<file path="config.mk">
export PLATFORM = sky130hd
export DESIGN_NAME = tmds_frl_sink_lane_input
export DESIGN_NICKNAME = d
export VERILOG_FILES = /design/src/logic/lane_input_pkg.sv /design/src/logic/lane_if.sv /design/src/logic/lane_capture.sv /design/src/logic/ctrl_decode.sv /design/src/logic/tmds_frl_sink_lane_input.sv
export VERILOG_INCLUDE_DIRS = /design/src /design/src/logic
export SDC_FILE = /design/constraint.sdc
export NUM_CORES = 1
export LEC_CHECK = 0
export BUFFER_PORTS_ARGS = -buffer_cell sky130_fd_sc_hd__buf_2
export CORE_AREA = 2 2 167 169
export CTS_CLUSTER_DIAMETER = 120
export DETAILED_ROUTE_END_ITERATION = 7
export DIE_AREA = 0 0 169 171
export PLACE_DENSITY = 0.67
export SLEW_MARGIN = 20
export SYNTH_ARGS = -nofsm -noshare
export SYNTH_HDL_FRONTEND = slang
export SYNTH_SLANG_ARGS = --single-unit
</file>
<file path="constraint.sdc">
create_clock -name mclk -period 16.2 [get_ports mclk]
set_input_delay 0.81 -clock mclk [delete_from_list [all_inputs] [get_ports mclk]]
set_output_delay 0.81 -clock mclk [all_outputs]
set_load 0.005 [all_outputs]
</file>
<file path="src/logic/lane_input_consts.svh">
// Named constants for the sink lane input stage: widths, register map,
// field positions and control character codes.
// Assumes inclusion by bare name from every file that needs a figure.
//
// How it works
// - Lane inputs are 20 bits without link-rate support, 40 bits with it.
// - Character mode uses the low 20 bits; fixed-rate-link mode uses all 40 only when support is on.
// - First lane: blue channel 0 or link lane 0, on its own lane clock.
// - Second lane: green channel 1 or link lane 1, on its own lane clock.
// - Third lane: red channel 2 or link lane 2, on its own lane clock.
// - Fourth lane ignored in character mode; link lane 3 when support enabled.
// - Six control bits per slot: control bits 3..0 on top, two zero bits below.
// - Link type output: 0 for DVI, 1 for HDMI, on the lane-0 clock.
// - Four-bit equaliser level maps to bits 4 to 7 of sink register 0x31.
// - Two lowest link rates use three lanes; higher rates use all four.
`ifndef LANE_INPUT_CONSTS_SVH
`define LANE_INPUT_CONSTS_SVH

// ==========================================================
// Widths
`define LANE_W        40
`define CHAR_W        20
`define SYM_W         10
`define SLOTS         2
`define CTRL_W        12
`define NLANES        4
`define FIELD_W       6

// ==========================================================
// Register map, word addresses
`define ADDR_W        6
`define REG_CTRL      6'h00
`define REG_STATUS    6'h01
`define REG_SINKCFG   6'h31
`define CTRL_RESET    6'h00
`define CTRL_FRL      0
`define CTRL_SUPPORT  1
`define CTRL_RATE_LSB 2
`define CTRL_RATE_MSB 5
`define RATE_4LANE    4'h3
`define ST_LOCK       0
`define ST_HDMI       1
`define ST_LANE_LSB   4
`define ST_CTRL_LSB   8
`define FFE_LSB       4

// ==========================================================
// Control period characters, indexed by {C1,C0}
`define CODE_CTL00    10'h354
`define CODE_CTL01    10'h0ab
`define CODE_CTL10    10'h154
`define CODE_CTL11    10'h2ab

`endif

</file>
<file path="src/logic/lane_input_pkg.sv">
// Types shared by the sink lane input stage.
// Assumes nothing beyond a SystemVerilog compiler.
`default_nettype none
package lane_input_pkg;
  // Bus slave sequence, one-hot
  typedef enum logic [1:0] {
    BUS_IDLE   = 2'b01,
    BUS_ANSWER = 2'b10
  } busState_t;
endpackage
`default_nettype wire

</file>
<file path="src/logic/lane_if.sv">
// Carrier for captured lane words from the top to the control decoder.
// Assumes all signals are on mclk.
`include "lane_input_consts.svh"
`default_nettype none
interface lane_if;
  logic [`NLANES-1:0][`LANE_W-1:0] word;
  logic [`NLANES-1:0]              strobe;
  logic                            charMode;
  logic                            locked;
  modport producer (output word, output strobe, output charMode, output locked);
  modport consumer (input word, input strobe, input charMode, input locked);
endinterface
`default_nettype wire

</file>
<file path="src/logic/lane_capture.sv">
// One lane: finds the edges of the lane clock and captures the lane word.
// Assumes the lane clock is much slower than mclk and data is stable
// around its rising edge.
`include "lane_input_consts.svh"
`default_nettype none
module lane_capture (
  // Clock and reset
  input  wire logic               mclk,
  input  wire logic               rst,
  // Lane from the transceiver
  input  wire logic               laneClock,
  input  wire logic [`LANE_W-1:0] laneData,
  // Control
  input  wire logic               enable,
  input  wire logic               wideMode,
  // Captured word
  output logic                    strobe,
  output logic [`LANE_W-1:0]      word
);
  logic [2:0]         clkSync_r;
  logic               clkLevel_r;
  logic               risingEdge;
  logic [`LANE_W-1:0] masked;

  // ==========================================================
  // Edge finding
  // Three stages; stage 0 feeds only stage 1
  always_ff @(posedge mclk or posedge rst) begin
    if (rst) begin
      clkSync_r <= 3'h0;
    end else begin
      clkSync_r <= {clkSync_r[1:0], laneClock};
    end
  end

  // Level moves only once stages 1 and 2 agree
  always_ff @(posedge mclk or posedge rst) begin
    if (rst) begin
      clkLevel_r <= 1'b0;
    end else if (clkSync_r[1] == clkSync_r[2]) begin
      clkLevel_r <= clkSync_r[2];
    end
  end

  assign risingEdge = clkSync_r[1] & clkSync_r[2] & ~clkLevel_r;

  // ==========================================================
  // Capture
  // Upper half forced to zero for character words
  assign masked = wideMode ? laneData : {{(`LANE_W-`CHAR_W){1'b0}}, laneData[`CHAR_W-1:0]};

  // Data is sampled a few cycles after the lane edge, well inside its stable time
  always_ff @(posedge mclk or posedge rst) begin
    if (rst) begin
      strobe <= 1'b0;
      word   <= '0;
    end else begin
      strobe <= risingEdge & enable;
      if (risingEdge & enable) begin
        word <= masked;
      end
    end
  end
endmodule
`default_nettype wire

</file>
<file path="src/logic/ctrl_decode.sv">
// Recovers control bits from green and red control characters and
// decides whether the link carries DVI or HDMI.
// Assumes the producer holds words steady between strobes.
`include "lane_input_consts.svh"
`default_nettype none
module ctrl_decode (
  // Clock and reset
  input  wire logic         mclk,
  input  wire logic         rst,
  // Captured lanes
  lane_if.consumer          lanes,
  // Results
  output logic [`CTRL_W-1:0] controlBits,
  output logic              hdmiMode
);
  logic [`SLOTS-1:0] preamble;

  // {valid, C1, C0} for one 10-bit symbol
  function automatic logic [2:0] decodeSym(input logic [`SYM_W-1:0] sym);
    unique case (sym)
      `CODE_CTL00: decodeSym = 3'h4;
      `CODE_CTL01: decodeSym = 3'h5;
      `CODE_CTL10: decodeSym = 3'h6;
      `CODE_CTL11: decodeSym = 3'h7;
      default:     decodeSym = 3'h0;
    endcase
  endfunction

  // ==========================================================
  // Per slot control bits
  genvar s;
  generate
    for (s = 0; s < `SLOTS; s++) begin : gSlot
      logic [2:0] grn;
      logic [2:0] red;
      assign grn = decodeSym(lanes.word[1][s*`SYM_W +: `SYM_W]);
      assign red = decodeSym(lanes.word[2][s*`SYM_W +: `SYM_W]);
      assign preamble[s] = grn[2] & red[2] & (|{grn[1:0], red[1:0]});
      // Updated on the lane-0 strobe; low two bits stay zero
      always_ff @(posedge mclk or posedge rst) begin
        if (rst) begin
          controlBits[s*`FIELD_W +: `FIELD_W] <= '0;
        end else if (!lanes.locked) begin
          controlBits[s*`FIELD_W +: `FIELD_W] <= '0;
        end else if (lanes.strobe[0] && lanes.charMode && grn[2] && red[2]) begin
          controlBits[s*`FIELD_W +: `FIELD_W] <= {red[1], red[0], grn[1], grn[0], 2'h0};
        end
      end

    end
  endgenerate

  // ==========================================================
  // Link type: a preamble only occurs on HDMI; cleared when lock drops
  always_ff @(posedge mclk or posedge rst) begin
    if (rst) begin
      hdmiMode <= 1'b0;
    end else if (!lanes.locked) begin
      hdmiMode <= 1'b0;
    end else if (lanes.strobe[0] && lanes.charMode && (|preamble)) begin
      hdmiMode <= 1'b1;
    end
  end
endmodule
`default_nettype wire

</file>
<file path="src/logic/tmds_frl_sink_lane_input.sv">
// Top of the sink lane input stage: bus slave, lane capture, lock and
// equaliser level synchronisers, control decoding.
// Assumes lane clocks, lock and equaliser level come from other domains
// and are sampled here; the bus runs on mclk.
`include "lane_input_consts.svh"
`default_nettype none
module tmds_frl_sink_lane_input (
  // Clock and reset
  input  wire logic                         mclk,
  input  wire logic                         rst,
  // Register bus slave
  input  wire logic [`ADDR_W-1:0]           address,
  input  wire logic                         read,
  input  wire logic                         write,
  input  wire logic [31:0]                  writedata,
  input  wire logic [3:0]                   byteenable,
  output logic [31:0]                       readdata,
  output logic                              waitrequest,
  // Transceiver lanes
  input  wire logic [`NLANES-1:0]           link_lane_clock,
  input  wire logic [`LANE_W-1:0]           blueLaneIn,
  input  wire logic [`LANE_W-1:0]           greenLaneIn,
  input  wire logic [`LANE_W-1:0]           redLaneIn,
  input  wire logic [`LANE_W-1:0]           fourthLaneIn,
  input  wire logic                         transceiverLocked,
  // Management domain
  input  wire logic [3:0]                   ffeLevelIn,
  // Captured lanes towards the decoder
  output logic [`NLANES-1:0][`LANE_W-1:0]   laneWord,
  output logic [`NLANES-1:0]                laneStrobe,
  // Decoder status
  output logic [`CTRL_W-1:0]                controlBits,
  output logic                              hdmiMode
);
  logic [`ADDR_W-1:0]                ctrl_r;
  logic [2:0]                        lockSync_r;
  logic                              locked_r;
  logic [2:0][3:0]                   ffeSync_r;
  logic [3:0]                        ffeLevel_r;
  logic [`NLANES-1:0]                laneActive;
  logic [`NLANES-1:0][`LANE_W-1:0]   laneIn;
  logic                              frlMode;
  logic                              wideMode;
  logic [3:0]                        frlRate;
  logic [31:0]                       readMux;
  lane_input_pkg::busState_t         busState_r;
  lane_input_pkg::busState_t         busState_nxt;
  lane_if                            lanes ();

  // ==========================================================
  // Configuration fields
  assign frlMode  = ctrl_r[`CTRL_FRL];
  assign frlRate  = ctrl_r[`CTRL_RATE_MSB:`CTRL_RATE_LSB];
  // Wide words only when support is on and the link runs fixed-rate
  assign wideMode = frlMode & ctrl_r[`CTRL_SUPPORT];

  // ==========================================================
  // Lock synchroniser
  // Stage 0 feeds only stage 1
  always_ff @(posedge mclk or posedge rst) begin
    if (rst) begin
      lockSync_r <= 3'h0;
    end else begin
      lockSync_r <= {lockSync_r[1:0], transceiverLocked};
    end
  end

  // Lock moves once stages 1 and 2 agree
  always_ff @(posedge mclk or posedge rst) begin
    if (rst) begin
      locked_r <= 1'b0;
    end else if (lockSync_r[1] == lockSync_r[2]) begin
      locked_r <= lockSync_r[2];
    end
  end

  // ==========================================================
  // Equaliser level synchroniser
  // The level changes seldom, so per-bit stages plus agreement suffice
  always_ff @(posedge mclk or posedge rst) begin
    if (rst) begin
      ffeSync_r <= '0;
    end else begin
      ffeSync_r <= {ffeSync_r[1], ffeSync_r[0], ffeLevelIn};
    end
  end

  // Whole word taken only when stages 1 and 2 agree
  always_ff @(posedge mclk or posedge rst) begin
    if (rst) begin
      ffeLevel_r <= 4'h0;
    end else if (ffeSync_r[1] == ffeSync_r[2]) begin
      ffeLevel_r <= ffeSync_r[2];
    end
  end

  // ==========================================================
  // Lane roles
  // Blue/lane 0, green/lane 1, red/lane 2, fourth/lane 3
  assign laneIn[0] = blueLaneIn;
  assign laneIn[1] = greenLaneIn;
  assign laneIn[2] = redLaneIn;
  assign laneIn[3] = fourthLaneIn;

  // Lanes 0..2 always carry data once locked
  assign laneActive[0] = locked_r;
  assign laneActive[1] = locked_r;
  assign laneActive[2] = locked_r;
  // Fourth lane: fixed-rate mode with support, and only at four-lane rates
  assign laneActive[3] = locked_r & wideMode & (frlRate >= `RATE_4LANE);

  // ==========================================================
  // Lane capture, one per lane on its own lane clock
  genvar l;
  generate
    for (l = 0; l < `NLANES; l++) begin : gLane
      lane_capture uCapture (
        .mclk      (mclk),
        .rst       (rst),
        .laneClock (link_lane_clock[l]),
        .laneData  (laneIn[l]),
        .enable    (laneActive[l]),
        .wideMode  (wideMode),
        .strobe    (laneStrobe[l]),
        .word      (laneWord[l])
      );
    end
  endgenerate

  // ==========================================================
  // Decoder
  assign lanes.word     = laneWord;
  assign lanes.strobe   = laneStrobe;
  assign lanes.charMode = ~frlMode;
  assign lanes.locked   = locked_r;

  ctrl_decode uDecode (
    .mclk        (mclk),
    .rst         (rst),
    .lanes       (lanes.consumer),
    .controlBits (controlBits),
    .hdmiMode    (hdmiMode)
  );

  // ==========================================================
  // Bus slave sequence
  // One wait cycle on every access keeps read data registered
  always_comb begin
    busState_nxt = busState_r;
    unique case (busState_r)
      lane_input_pkg::BUS_IDLE: begin
        if (read || write) begin
          busState_nxt = lane_input_pkg::BUS_ANSWER;
        end
      end
      lane_input_pkg::BUS_ANSWER: begin
        busState_nxt = lane_input_pkg::BUS_IDLE;
      end
      default: begin
        busState_nxt = lane_input_pkg::BUS_IDLE;
      end
    endcase
  end

  // State register
  always_ff @(posedge mclk or posedge rst) begin
    if (rst) begin
      busState_r <= lane_input_pkg::BUS_IDLE;
    end else begin
      busState_r <= busState_nxt;
    end
  end

  assign waitrequest = (busState_r != lane_input_pkg::BUS_ANSWER);

  // Read selection; unmapped words read zero
  always_comb begin
    readMux = 32'h0;
    unique case (address)
      `REG_CTRL: begin
        readMux[`ADDR_W-1:0] = ctrl_r;
      end
      `REG_STATUS: begin
        readMux[`ST_LOCK]                       = locked_r;
        readMux[`ST_HDMI]                       = hdmiMode;
        readMux[`ST_LANE_LSB +: `NLANES]        = laneActive;
        readMux[`ST_CTRL_LSB +: `CTRL_W]        = controlBits;
      end
      `REG_SINKCFG: begin
        readMux[`FFE_LSB +: 4]                  = ffeLevel_r;
      end
      default: begin
        readMux = 32'h0;
      end
    endcase
  end

  // Read data loaded as the wait cycle ends, stands in the answer cycle
  always_ff @(posedge mclk or posedge rst) begin
    if (rst) begin
      readdata <= 32'h0;
    end else if (busState_r == lane_input_pkg::BUS_IDLE && read) begin
      readdata <= readMux;
    end
  end

  // Control register; only the low byte holds fields
  always_ff @(posedge mclk or posedge rst) begin
    if (rst) begin
      ctrl_r <= `CTRL_RESET;
    end else if (busState_r == lane_input_pkg::BUS_ANSWER && write &&
                 address == `REG_CTRL && byteenable[0]) begin
      ctrl_r <= writedata[`ADDR_W-1:0];
    end
  end
endmodule
`default_nettype wire

</file>
==> results of run 1 <==
-- critical path: cells and delay by family (launching register included) --
kind | cells | cell delay, ns
buf+inv | 2 | 0.97
simple gates | 4 | 0.57
mux | 1 | 0.39
flops | 1 | 0.43
-- flip-flops by register name (all words and copies together) (netlist names) --
register,cells
uDecode.controlBits,8
gLane.uCapture.strobe,4
gLane.uCapture.clkSync_r,12
lockSync_r,3
readdata,16
gLane.uCapture.clkLevel_r,4
uDecode.hdmiMode,1
ffeSync_r,12
gLane.uCapture.word,160
lanes.locked,1
ctrl_r,6
busState_r,2
ffeLevel_r,4
-- layer usage --
layer	global-route usage (%)	vias to the layer above	wire length, µm
met4	5.463	0	651
met2	27.12	235	11830
met1	20.90	3536	10370
met3	3.516	46	1545
li1	-	3642	-
met5	0	-	0
-- layout make-up --
type                       instances  area [µm²]
multi-input combinational        606        3337
inverter                          27       108.9
fill                            2651       14830
sequential                       233        5832
antenna                            3       7.507
clock inverter                     8       80.08
tap                              346       432.9
clock buffer                      37       762.0
timing repair buffer             382        1929
-- per-stage QoR --
stage	instances	setup slack, ns	hold WS, ns	instance area [µm²]	power, W
final	1642	13.69	0.3433	12490	0.001557
after global routing	1640	13.51	0.3461	12480	0.001645
after CTS	1639	13.63	0.3434	12480	0.001578
after floorplan	934	9.002	0.3312	9641	0.0008604
after global placement	1594	13.65	0.3328	11640	0.0009886
after detailed placement	1594	13.63	0.3355	11640	0.0009974
-- cells in the mapped netlist, types with 6 or more instances --
| cell | n | area, µm² |
|---|---|---|
| a21oi_1 | 8 | 40.04 |
| buf_4 | 24 | 180.2 |
| clkbuf_1 | 38 | 142.6 |
| dfrtp_1 | 232 | 5806 |
| inv_1 | 27 | 101.4 |
| mux2_2 | 15 | 168.9 |
| mux2_4 | 19 | 285.3 |
| mux2i_1 | 24 | 240.2 |
| nand2_1 | 357 | 1340 |
| nand3b_1 | 6 | 45.04 |
| nor2_1 | 9 | 33.78 |
| nor2b_1 | 10 | 62.56 |
| o21ai_0 | 71 | 355.3 |
-- cell families (layout without fill, tap and decap cells) --
family | after synthesis | after routing | share of synthesized area (%)
AND/OR/NAND/NOR | 421 | 421 | 19.94
buffers and inverters | 95 | 454 | 4.942
flip-flops | 233 | 233 | 60.94
other | 1 | 23 | 0.03919
adder cells (fa/ha/maj) | 5 | 5 | 0.6276
XOR/XNOR | 4 | 4 | 0.3661
AO/OA/AOI/OAI | 98 | 98 | 5.884
multiplexers | 58 | 58 | 7.257
-- power by group --
group | internal (W) | switching, W | total [W]
combinational | 0.000121 | 0.000127 | 0.000248
sequential | 0.000669 | 0.0000661 | 0.000735
clock | 0.000342 | 0.000232 | 0.000574
-- worst min-delay path by stage --
| stage | end | slack [ns] | depth (start not counted) | from |
|---|---|---|---|---|
| 6_report | lockSync_r[1] | 0.34 | 0 | lockSync_r[0] |
| 5_1_grt | lockSync_r[1] | 0.35 | 0 | lockSync_r[0] |
| 4_1_cts | lockSync_r[1] | 0.34 | 0 | lockSync_r[0] |
| 3_5_place_dp | lockSync_r[1] | 0.34 | 0 | lockSync_r[0] |
| 3_3_place_gp | gLane[1].uCapture.clkSync_r[1] | 0.33 | 0 | gLane[1].uCapture.clkSync_r[0] |
| 2_1_floorplan | ffeSync_r[4] | 0.33 | 0 | ffeSync_r[0] |
==> results.tsv, run 1 <==
metric	value	unit
post-route ant nets	0	
Hold Crit Class	flip-flop to flip-flop	
Detailed Routing Iterations Pass 1	6	
TNS Setup	0	ns
critical path cell sequence	and2_2, buf_4, nand2_1, nor2_2, nand3b_2, buf_4, mux2_4	
critical path class	flip-flop to flip-flop	
most frequent cells in the layout	buf_2, nand2_1, dfrtp_1	
height of the die	171	µm
Static Leak	6.751	nW
RSZ-0062 raised after global routing	no	
worst-margin pin slew	0.9134	ns
WL final	24.40	mm
core area	0.02732	mm²
status	finished clean	
synthesized area	0.009569	mm²
die footprint	0.02890	mm²
DR vias	7459	
Max VDD drop	0.00007290	V
relative slew slack	39.11	%
Synth cell types	53	
max-slew violations	0	
IO buf count	375	
Area Overhead vs Synth	30.52	%
via/cell ratio	4.543	
Tot GR Track Use	16.19	%
clk root buf	clkbuf_16	
crit path capture	gLane[3].uCapture.word[17]	
CTS Buffer Depth	3	
Post-route DRC	0	
Req. time, crit path	16.61	ns
critical path launch point type	flip-flop	
routed length per instance	14.86	µm
GPL Wtd Cong	0.8209	
nets	1495	
Fin Clk Skew	0.01400	ns
r2r worst-path depth	7	
CTS tree	built	
CP max stage cell	buf_4	
Post CTS Setup Buffer Count	0	
Chip Width	169	µm
Final Critical Period	2.512	ns
Final Cycle Share	15.51	%
flop-to-flop setup slack	13.69	ns
cells after synthesis	915	
CTS Sinks	233	
crit path DAT	2.92	ns
H-Tree Depth	1	
Clk Latency, worst-skew pair	0.53	ns
I/O pins	425	
most used cell, CP	buf_4	
Initial DRC Count	329	
RR Startpoint	ctrl_r[0]	
endpoint class of the critical path	flip-flop	
vias in the first global route	7371	
CTS buffer count	26	
fin util	45.71	%
Max Cap Viol	0	
syn avg cell area	10.46	µm²
Synth async-reset ratio	100.0	%
first-pass GRT wire length	37.95	mm
largest net degree at the start of global routing	100	
PwrDens	124.7	mW/mm²
dominant synthesized flop cell	dfrtp_1	
initial antenna violation count	2	
post-synthesis register bit count	233	
Starting Density	35.02	%
post_cts resized	0	
crit path max fanout	81	
Critical path origin	ctrl_r[0]	
fraction of layout cells with a size suffix above 1	36.89	%
CP peak stage delay	0.62	ns
commonest non-fill, non-tap cell in the layout	buf_2	
sequential element share of the synthesized area	60.94	%
Clock transition at path regs	0.06	ns
grt total ovfl	0	
EDFF count, synth	0	
Rows	61	
R2R Path End	gLane[3].uCapture.word[17]	
post-DP HPWL	17.45	mm
Setup Viol. Count Final	0	
FMAX	398.0	MHz
cts hold-fix bufs	0	
Final Hold Fails	0	
YS warnings	0	
No activity file was read; power rests on OpenSTA's default activity.
==> inputs of run 2 (changes only) <==
--- a/config.mk
+++ b/config.mk
@@ -6,12 +6,13 @@
 export SDC_FILE = /design/constraint.sdc
 export NUM_CORES = 1
 export LEC_CHECK = 0
+export ABC_AREA = 1
 export BUFFER_PORTS_ARGS = -buffer_cell sky130_fd_sc_hd__buf_2
-export CORE_AREA = 2 2 167 169
+export CORE_AREA = 2 2 165 167
 export CTS_CLUSTER_DIAMETER = 120
 export DETAILED_ROUTE_END_ITERATION = 7
-export DIE_AREA = 0 0 169 171
-export PLACE_DENSITY = 0.67
+export DIE_AREA = 0 0 167 169
+export PLACE_DENSITY = 0.7
 export SLEW_MARGIN = 20
 export SYNTH_ARGS = -nofsm -noshare
 export SYNTH_HDL_FRONTEND = slang
==> constraint.sdc (replaced) <==
create_clock -name mclk -period 2 [get_ports mclk]
set_input_delay 0.1 -clock mclk [delete_from_list [all_inputs] [get_ports mclk]]
set_output_delay 0.1 -clock mclk [all_outputs]
set_load 0.005 [all_outputs]
==> run 2 against run 1 <==
  * Non-clock buffer count up 197
  * Via count rose by 23%
  * Count of clock-buffer cells in the layout grew 2
  * Worst setup slack got worse by 14 ns
  * Critical path depth decreased by 1
  * Clock power grew to 9.0 times the previous value
==> results.tsv, run 2 <==
metric	value	unit	change
status	finished clean		unchanged
Final Cycle Share	92.72	%	was 15.51%
Clk Latency, worst-skew pair	0.53	ns	about the same
CTS buffer count	26		unchanged
Area Overhead vs Synth	53.46	%	was 30.52%
Detailed Routing Iterations Pass 1	7		was 6
WL final	29.69	mm	was 24.40 mm
IO buf count	375		unchanged
Tot GR Track Use	20.47	%	was 16.19%
post-route ant nets	0		unchanged
vias in the first global route	9360		was 7,371
endpoint class of the critical path	flip-flop		unchanged
largest net degree at the start of global routing	87		was 100
Internal Power	0.009879	W	was 0.001132 W
Final Hold Fails	0		unchanged
switch share	27.50	%	was 27.30%
commonest non-fill, non-tap cell in the layout	nand2_1		was buf_2
clk root buf	clkbuf_16		unchanged
synthesized area	0.009371	mm²	was 0.009569 mm²
post_cts resized	0		unchanged
final std cells w/o fill	1951		was 1,642
cell taking the most area after synthesis	dfrtp_1		unchanged
critical path class	flip-flop to flip-flop		unchanged
EDFF count, synth	0		unchanged
max-slew violations	0		unchanged
PwrDens	947.4	mW/mm²	was 124.7 mW/mm²
Rows	60		was 61
RSZ-0062 raised after global routing	no		unchanged
Static Leak	7.619	nW	was 6.751 nW
height of the die	169	µm	was 171 µm
Fin Clk Skew	0.01383	ns	was 0.01400 ns
initial antenna violation count	0		was 2
Initial DRC Count	642		was 329
Chip Width	167	µm	was 169 µm
dpl cells	1721		was 1,594
Setup Viol. Count Final	0		unchanged
TNS Setup	0	ns	unchanged
grt total ovfl	0		unchanged
Seq pwr share	43.6	%	was 47.2%
die footprint	0.02822	mm²	was 0.02890 mm²
top-area cell type share of the netlist area	61.95	%	was 60.67%
I/O pins	425		unchanged
biggest registers after layout	gLane.uCapture.word x160, readdata x16		unchanged
Synth cell types	37		was 53
critical path launch point type	flip-flop		unchanged
core area	0.02650	mm²	was 0.02732 mm²
Net Sw Power	0.003746	W	was 0.0004250 W
Clock transition at path regs	0.06	ns	about the same
relative slew slack	34.99	%	was 39.11%
Req. time, crit path	2.45	ns	was 16.61 ns
post-DP HPWL	19.10	mm	was 17.45 mm
most frequent cells after synthesis	nand2_1, dfrtp_1, nand3_1		was nand2_1, dfrtp_1, o21ai_0
Synth async-reset ratio	100.0	%	unchanged
number of flip-flops in the largest register	160		unchanged
DR vias	9183		was 7,459
worst-margin pin slew	0.9740	ns	was 0.9134 ns
YS warnings	0		unchanged
dominant synthesized flop cell	dfrtp_1		unchanged
Final Critical Period	1.854	ns	was 2.512 ns
most frequent cell after synthesis	nand2_1		unchanged
sequential element share of the synthesized area	62.23	%	was 60.94%
FMAX	539.2	MHz	was 398.0 MHz
Max Cap Viol	0		unchanged
cts hold-fix bufs	182		was 0
via/cell ratio	4.707		was 4.543
CTS Sinks	233		unchanged
CTS Buffer Depth	3		unchanged
routed length per instance	15.22	µm	was 14.86 µm
Multi-input gate area	0.003012	mm²	was 0.003337 mm²
top cells by area, synth	dfrtp_1, nand2_1, nand3_1		was dfrtp_1, nand2_1, o21ai_0
GPL Wtd Cong	0.8341		was 0.8209
post-synthesis register bit count	233		unchanged
CTS tree	built		unchanged
most frequent cells in the layout	nand2_1, buf_2, dfrtp_1		was buf_2, nand2_1, dfrtp_1
Hold Crit Class	input pin to flip-flop		was flip-flop to flip-flop
crit path DAT	2.31	ns	was 2.92 ns
FF+latch area	0.005832	mm²	unchanged
diode count	0		was 3
nets	1809		was 1,495
H-Tree Depth	1		unchanged
Post CTS Setup Buffer Count	0		unchanged
logic gate share of total power	18.5	%	was 15.9%
first-pass GRT wire length	47.20	mm	was 37.95 mm
Clock Power Share	38.0	%	was 36.8%
register with the most flip-flops	gLane.uCapture.word		unchanged
cells after synthesis	1031		was 915
Post-route DRC	0		unchanged
syn avg cell area	9.090	µm²	was 10.46 µm²
Fill cells	2237		was 2,651
Starting Density	35.36	%	was 35.02%
crit path max fanout	30		was 81
fraction of layout cells with a size suffix above 1	28.63	%	was 36.89%
Max VDD drop	0.0005619	V	was 0.00007290 V
[run 2: cell count changes after synthesis, sizes merged, moves of 6 or more]
| cell | change |
|---|---|
| buf | +6 |
| nor2b | -10 |
| nand3 | +98 |
| nand3b | -7 |
| nor2 | +28 |
| clkbuf | -7 |
| mux2 | -30 |
| mux2i | -24 |
| nand2 | +98 |
| o21ai | -32 |
| inv | +23 |
[run 2: worst max-delay path: stages, from the launching register on]
cell and delay (ns):
dfrtp_1 0.47, buf_4 0.19, nand2_1 0.10, nor2_4 0.04
inv_1 0.70, nand2_1 0.16, nand2_1 0.12
[run 2: kinds of logic after synthesis]
family / count (synthesis) / synth area share (%)
simple gates: 608 / 26.32
buf+inv: 118 / 6.529
xor+xnor: 4 / 0.3738
other cells: 1 / 0.04001
fa+ha+maj: 5 / 0.6409
compound gates: 58 / 3.391
flops: 233 / 62.23
mux: 4 / 0.4806
[run 2: metal layers]
layer | GRT usage, % | share of wire, % | vias up | wire, µm
li1 | - | - | 4320 | -
met1 | 25.09 | 39 | 4355 | 11580
met2 | 34.82 | 50 | 400 | 14900
met3 | 3.694 | 6.3 | 108 | 1859
met4 | 10.38 | 4.6 | 0 | 1354
met5 | 0 | 0 | - | 0
[run 2: area by class of cell]
type	count	share of cell area (%)
Clock buffer	39	5.499
Multi-Input combinational cell	699	20.94
Tap cell	341	2.967
Clock inverter	9	1.070
Timing Repair Buffer	579	27.56
Inverter	51	1.409
Sequential cell	233	40.55
[run 2: power groups by stage]
stage	sequential [W]	clock [W]	combinational (W)
final	0.00594	0.00517	0.00252
after global placement	0.00597	0	0.00216
after CTS	0.00592	0.00529	0.00251
after detailed placement	0.00599	0	0.00221
after floorplan	0.00599	0	0.000986
after global routing	0.00603	0.00548	0.00282
[run 2: final timing paths]
path,start,endpoint,slack (ns),depth (start not counted)
max,lanes.locked,gLane[1].uCapture.word[29],0.15,6
min,byteenable[0],ctrl_r[5],0.03,5
max reg2reg,lanes.locked,gLane[1].uCapture.word[29],0.15,6
min reg2reg,ffeSync_r[2],ffeSync_r[6],0.34,0
max in group asynchronous,rst,gLane[2].uCapture.word[37],1.11,5
min in group asynchronous,rst,gLane[1].uCapture.word[27],0.11,3
[run 2: per-stage QoR]
| stage | utilization [%] | setup WS (ns) | total power, W | hold slack (ns) | area [µm²] |
|---|---|---|---|---|---|
| 2_1_floorplan | - | -1.149 | 0.006975 | 0.1314 | 9447 |
| 3_3_place_gp | 43.83 | 0.2670 | 0.008125 | 0.09246 | 11610 |
| 3_5_place_dp | 43.83 | 0.1824 | 0.008203 | 0.09669 | 11610 |
| 4_1_cts | 54.27 | 0.1661 | 0.01372 | 0.004590 | 14380 |
| 5_1_grt | 54.27 | 0.01218 | 0.01433 | 0.03559 | 14380 |
| 6_report | 54.27 | 0.1455 | 0.01363 | 0.03325 | 14380 |
==> inputs of run 3 (changes only) <==
--- a/config.mk
+++ b/config.mk
@@ -12,7 +12,9 @@
 export CTS_CLUSTER_DIAMETER = 120
 export DETAILED_ROUTE_END_ITERATION = 7
 export DIE_AREA = 0 0 167 169
+export GPL_ROUTABILITY_DRIVEN = 0
 export PLACE_DENSITY = 0.7
+export SETUP_SLACK_MARGIN = 0.5
 export SLEW_MARGIN = 20
 export SYNTH_ARGS = -nofsm -noshare
 export SYNTH_HDL_FRONTEND = slang
==> run 3 against run 2 <==
  * Total power increased by 2.1%
  * Worst hold slack got worse by 0.014 ns
  * Die area unchanged
  * Routed wire length increased by 9.3%
  * Clock power about the same
  * Maximum frequency increased by 22%
  * Critical path depth increased by 1
  * Sequential power about the same
  * Core utilization increased by 2.4 points
  * Via count increased by 4.4%
  * Clock skew about the same
  * Register-to-register slack improved by 0.34 ns
  * Largest cell class unchanged
==> results.tsv, run 3 (synthesis results as in run 2) <==
metric	value	unit	change
Req. time, crit path	2.39	ns	was 2.45 ns
post-DP HPWL	19.10	mm	unchanged
CTS Sinks	233		unchanged
Starting Density	35.36	%	unchanged
FMAX	660.3	MHz	was 539.2 MHz
Worst Hold Depth	6		was 5
Clock transition at path regs	0.06	ns	about the same
largest net degree at the start of global routing	87		unchanged
most frequent cells in the layout	nand2_1, buf_2, dfrtp_1		unchanged
die footprint	0.02822	mm²	unchanged
max-slew violations	0		unchanged
Setup Viol. Count Final	0		unchanged
via/cell ratio	4.820		was 4.707
first-pass GRT wire length	48.27	mm	was 47.20 mm
clk root buf	clkbuf_16		unchanged
Max Cap Viol	0		unchanged
grt total ovfl	0		unchanged
Hold Path End	readdata[2]		was ctrl_r[5]
nets	1847		was 1,809
Final Critical Period	1.514	ns	was 1.854 ns
core area	0.02650	mm²	unchanged
Chip Width	167	µm	unchanged
Hold Crit Class	input pin to flip-flop		unchanged
critical path class	flip-flop to flip-flop		unchanged
vias in the first global route	9482		was 9,360
Clk Latency, worst-skew pair	0.53	ns	about the same
final std cells w/o fill	1989		was 1,951
CTS buffer count	26		unchanged
post-route ant nets	0		unchanged
number of flip-flops in the largest register	160		unchanged
biggest registers after layout	gLane.uCapture.word x160, readdata x16		unchanged
IO buf count	375		unchanged
critical path launch point type	flip-flop		unchanged
crit path DAT	1.90	ns	was 2.31 ns
dpl cells	1721		unchanged
fraction of layout cells with a size suffix above 1	32.52	%	was 28.63%
WL final	32.45	mm	was 29.69 mm
Rows	60		unchanged
R2R Path End	gLane[3].uCapture.word[14]		was gLane[1].uCapture.word[29]
Static Leak	7.877	nW	was 7.619 nW
Max VDD drop	0.0005560	V	was 0.0005619 V
CTS Buffer Depth	3		unchanged
Final Cycle Share	75.72	%	was 92.72%
Fin Clk Skew	0.01366	ns	was 0.01383 ns
Area Overhead vs Synth	60.15	%	was 53.46%
Detailed Routing Iterations Pass 1	5		was 7
commonest non-fill, non-tap cell in the layout	nand2_1		unchanged
diode count	0		unchanged
register with the most flip-flops	gLane.uCapture.word		unchanged
RSZ-0062 raised after global routing	yes		was no
initial antenna violation count	0		unchanged
endpoint class of the critical path	flip-flop		unchanged
Post-route DRC	0		unchanged
RR Startpoint	ctrl_r[3]		was lanes.locked
Tot GR Track Use	20.94	%	was 20.47%
status	finished clean		unchanged
I/O pins	425		unchanged
r2r worst-path depth	7		was 6
CTS tree	built		unchanged
routed length per instance	16.32	µm	was 15.22 µm
Initial DRC Count	696		was 642
Critical path origin	ctrl_r[3]		was lanes.locked
Final Hold Fails	0		unchanged
crit path max fanout	7		was 30
PwrDens	927.3	mW/mm²	was 947.4 mW/mm²
Hold Crit Start	address[3]		was byteenable[0]
flop-to-flop setup slack	0.49	ns	was 0.15 ns
DR vias	9586		was 9,183
TNS Setup	0	ns	unchanged
height of the die	169	µm	unchanged
H-Tree Depth	1		unchanged
-- run 3: where the power goes --
group	switching, W	internal, W
Combinational	0.00143	0.00134
Sequential	0.000522	0.00543
Clock	0.00194	0.00325
Total	0.00390	0.0100
-- run 3: repair_timing --
| item | CTS | global route |
|---|---|---|
| hold buffers | 180 | 1 |
| endpoints found under the setup margin | 148 | 159 |
| gates resized for setup | 22 | 41 |
| gates cloned | 2 | 11 |
| buffers inserted | 13 | 14 |
| pin swaps | 3 | 16 |
| hold endpoints to repair | 313 | 2 |
-- run 3: worst max path at each step --
stage          slack, ns  depth (start not counted)                          to
2_1_floorplan      -1.15                          1               busState_r[1]
4_1_cts             0.50                          8  gLane[3].uCapture.word[39]
3_3_place_gp        0.27                          6  gLane[1].uCapture.word[30]
5_1_grt             0.44                         10            uDecode.hdmiMode
6_report            0.49                          7  gLane[3].uCapture.word[14]
3_5_place_dp        0.18                          6  gLane[1].uCapture.word[24]
-- run 3: layout make-up --
type	count	area [µm²]
clock buffer	39	790.8
clock inverter	9	153.9
fill	2169	11490
inverter	51	222.7
multi-input combinational	699	3148
sequential	233	5836
tap	341	426.7
timing repair buffer	612	4389
timing repair inverter	5	41.29
-- run 3: through the flow --
step	setup WS, ns	area, µm²	util [%]	hold slack, ns	power (W)
global route	0.4364	15010	56.63	0.03463	0.01462
floorplan	-1.149	9447	-	0.1314	0.006975
finish	0.4856	15010	56.63	0.01966	0.01392
CTS	0.4991	14580	55.00	0.0008150	0.01380
global placement	0.2670	11610	43.83	0.09246	0.008125
detailed placement	0.1824	11610	43.83	0.09669	0.008203
-- run 3: metal layers --
| metal | up-vias | GRT usage [%] | part of all wire [%] |
|---|---|---|---|
| met4 | 0 | 9.895 | 4.8 |
| met3 | 118 | 3.531 | 6.9 |
| met5 | - | 0 | 0 |
| met2 | 451 | 35.80 | 50 |
| li1 | 4405 | - | - |
| met1 | 4612 | 25.95 | 38 |
-- run 3: critical path, cell delays in order, from the launching register on --
cell and delay (ns):
dfrtp_1 0.40, a211o_2 0.36, nand2_4 0.09, nor3_4 0.05, buf_6 0.15, clkbuf_16 0.16
nand2_1 0.06, nand2_1 0.10
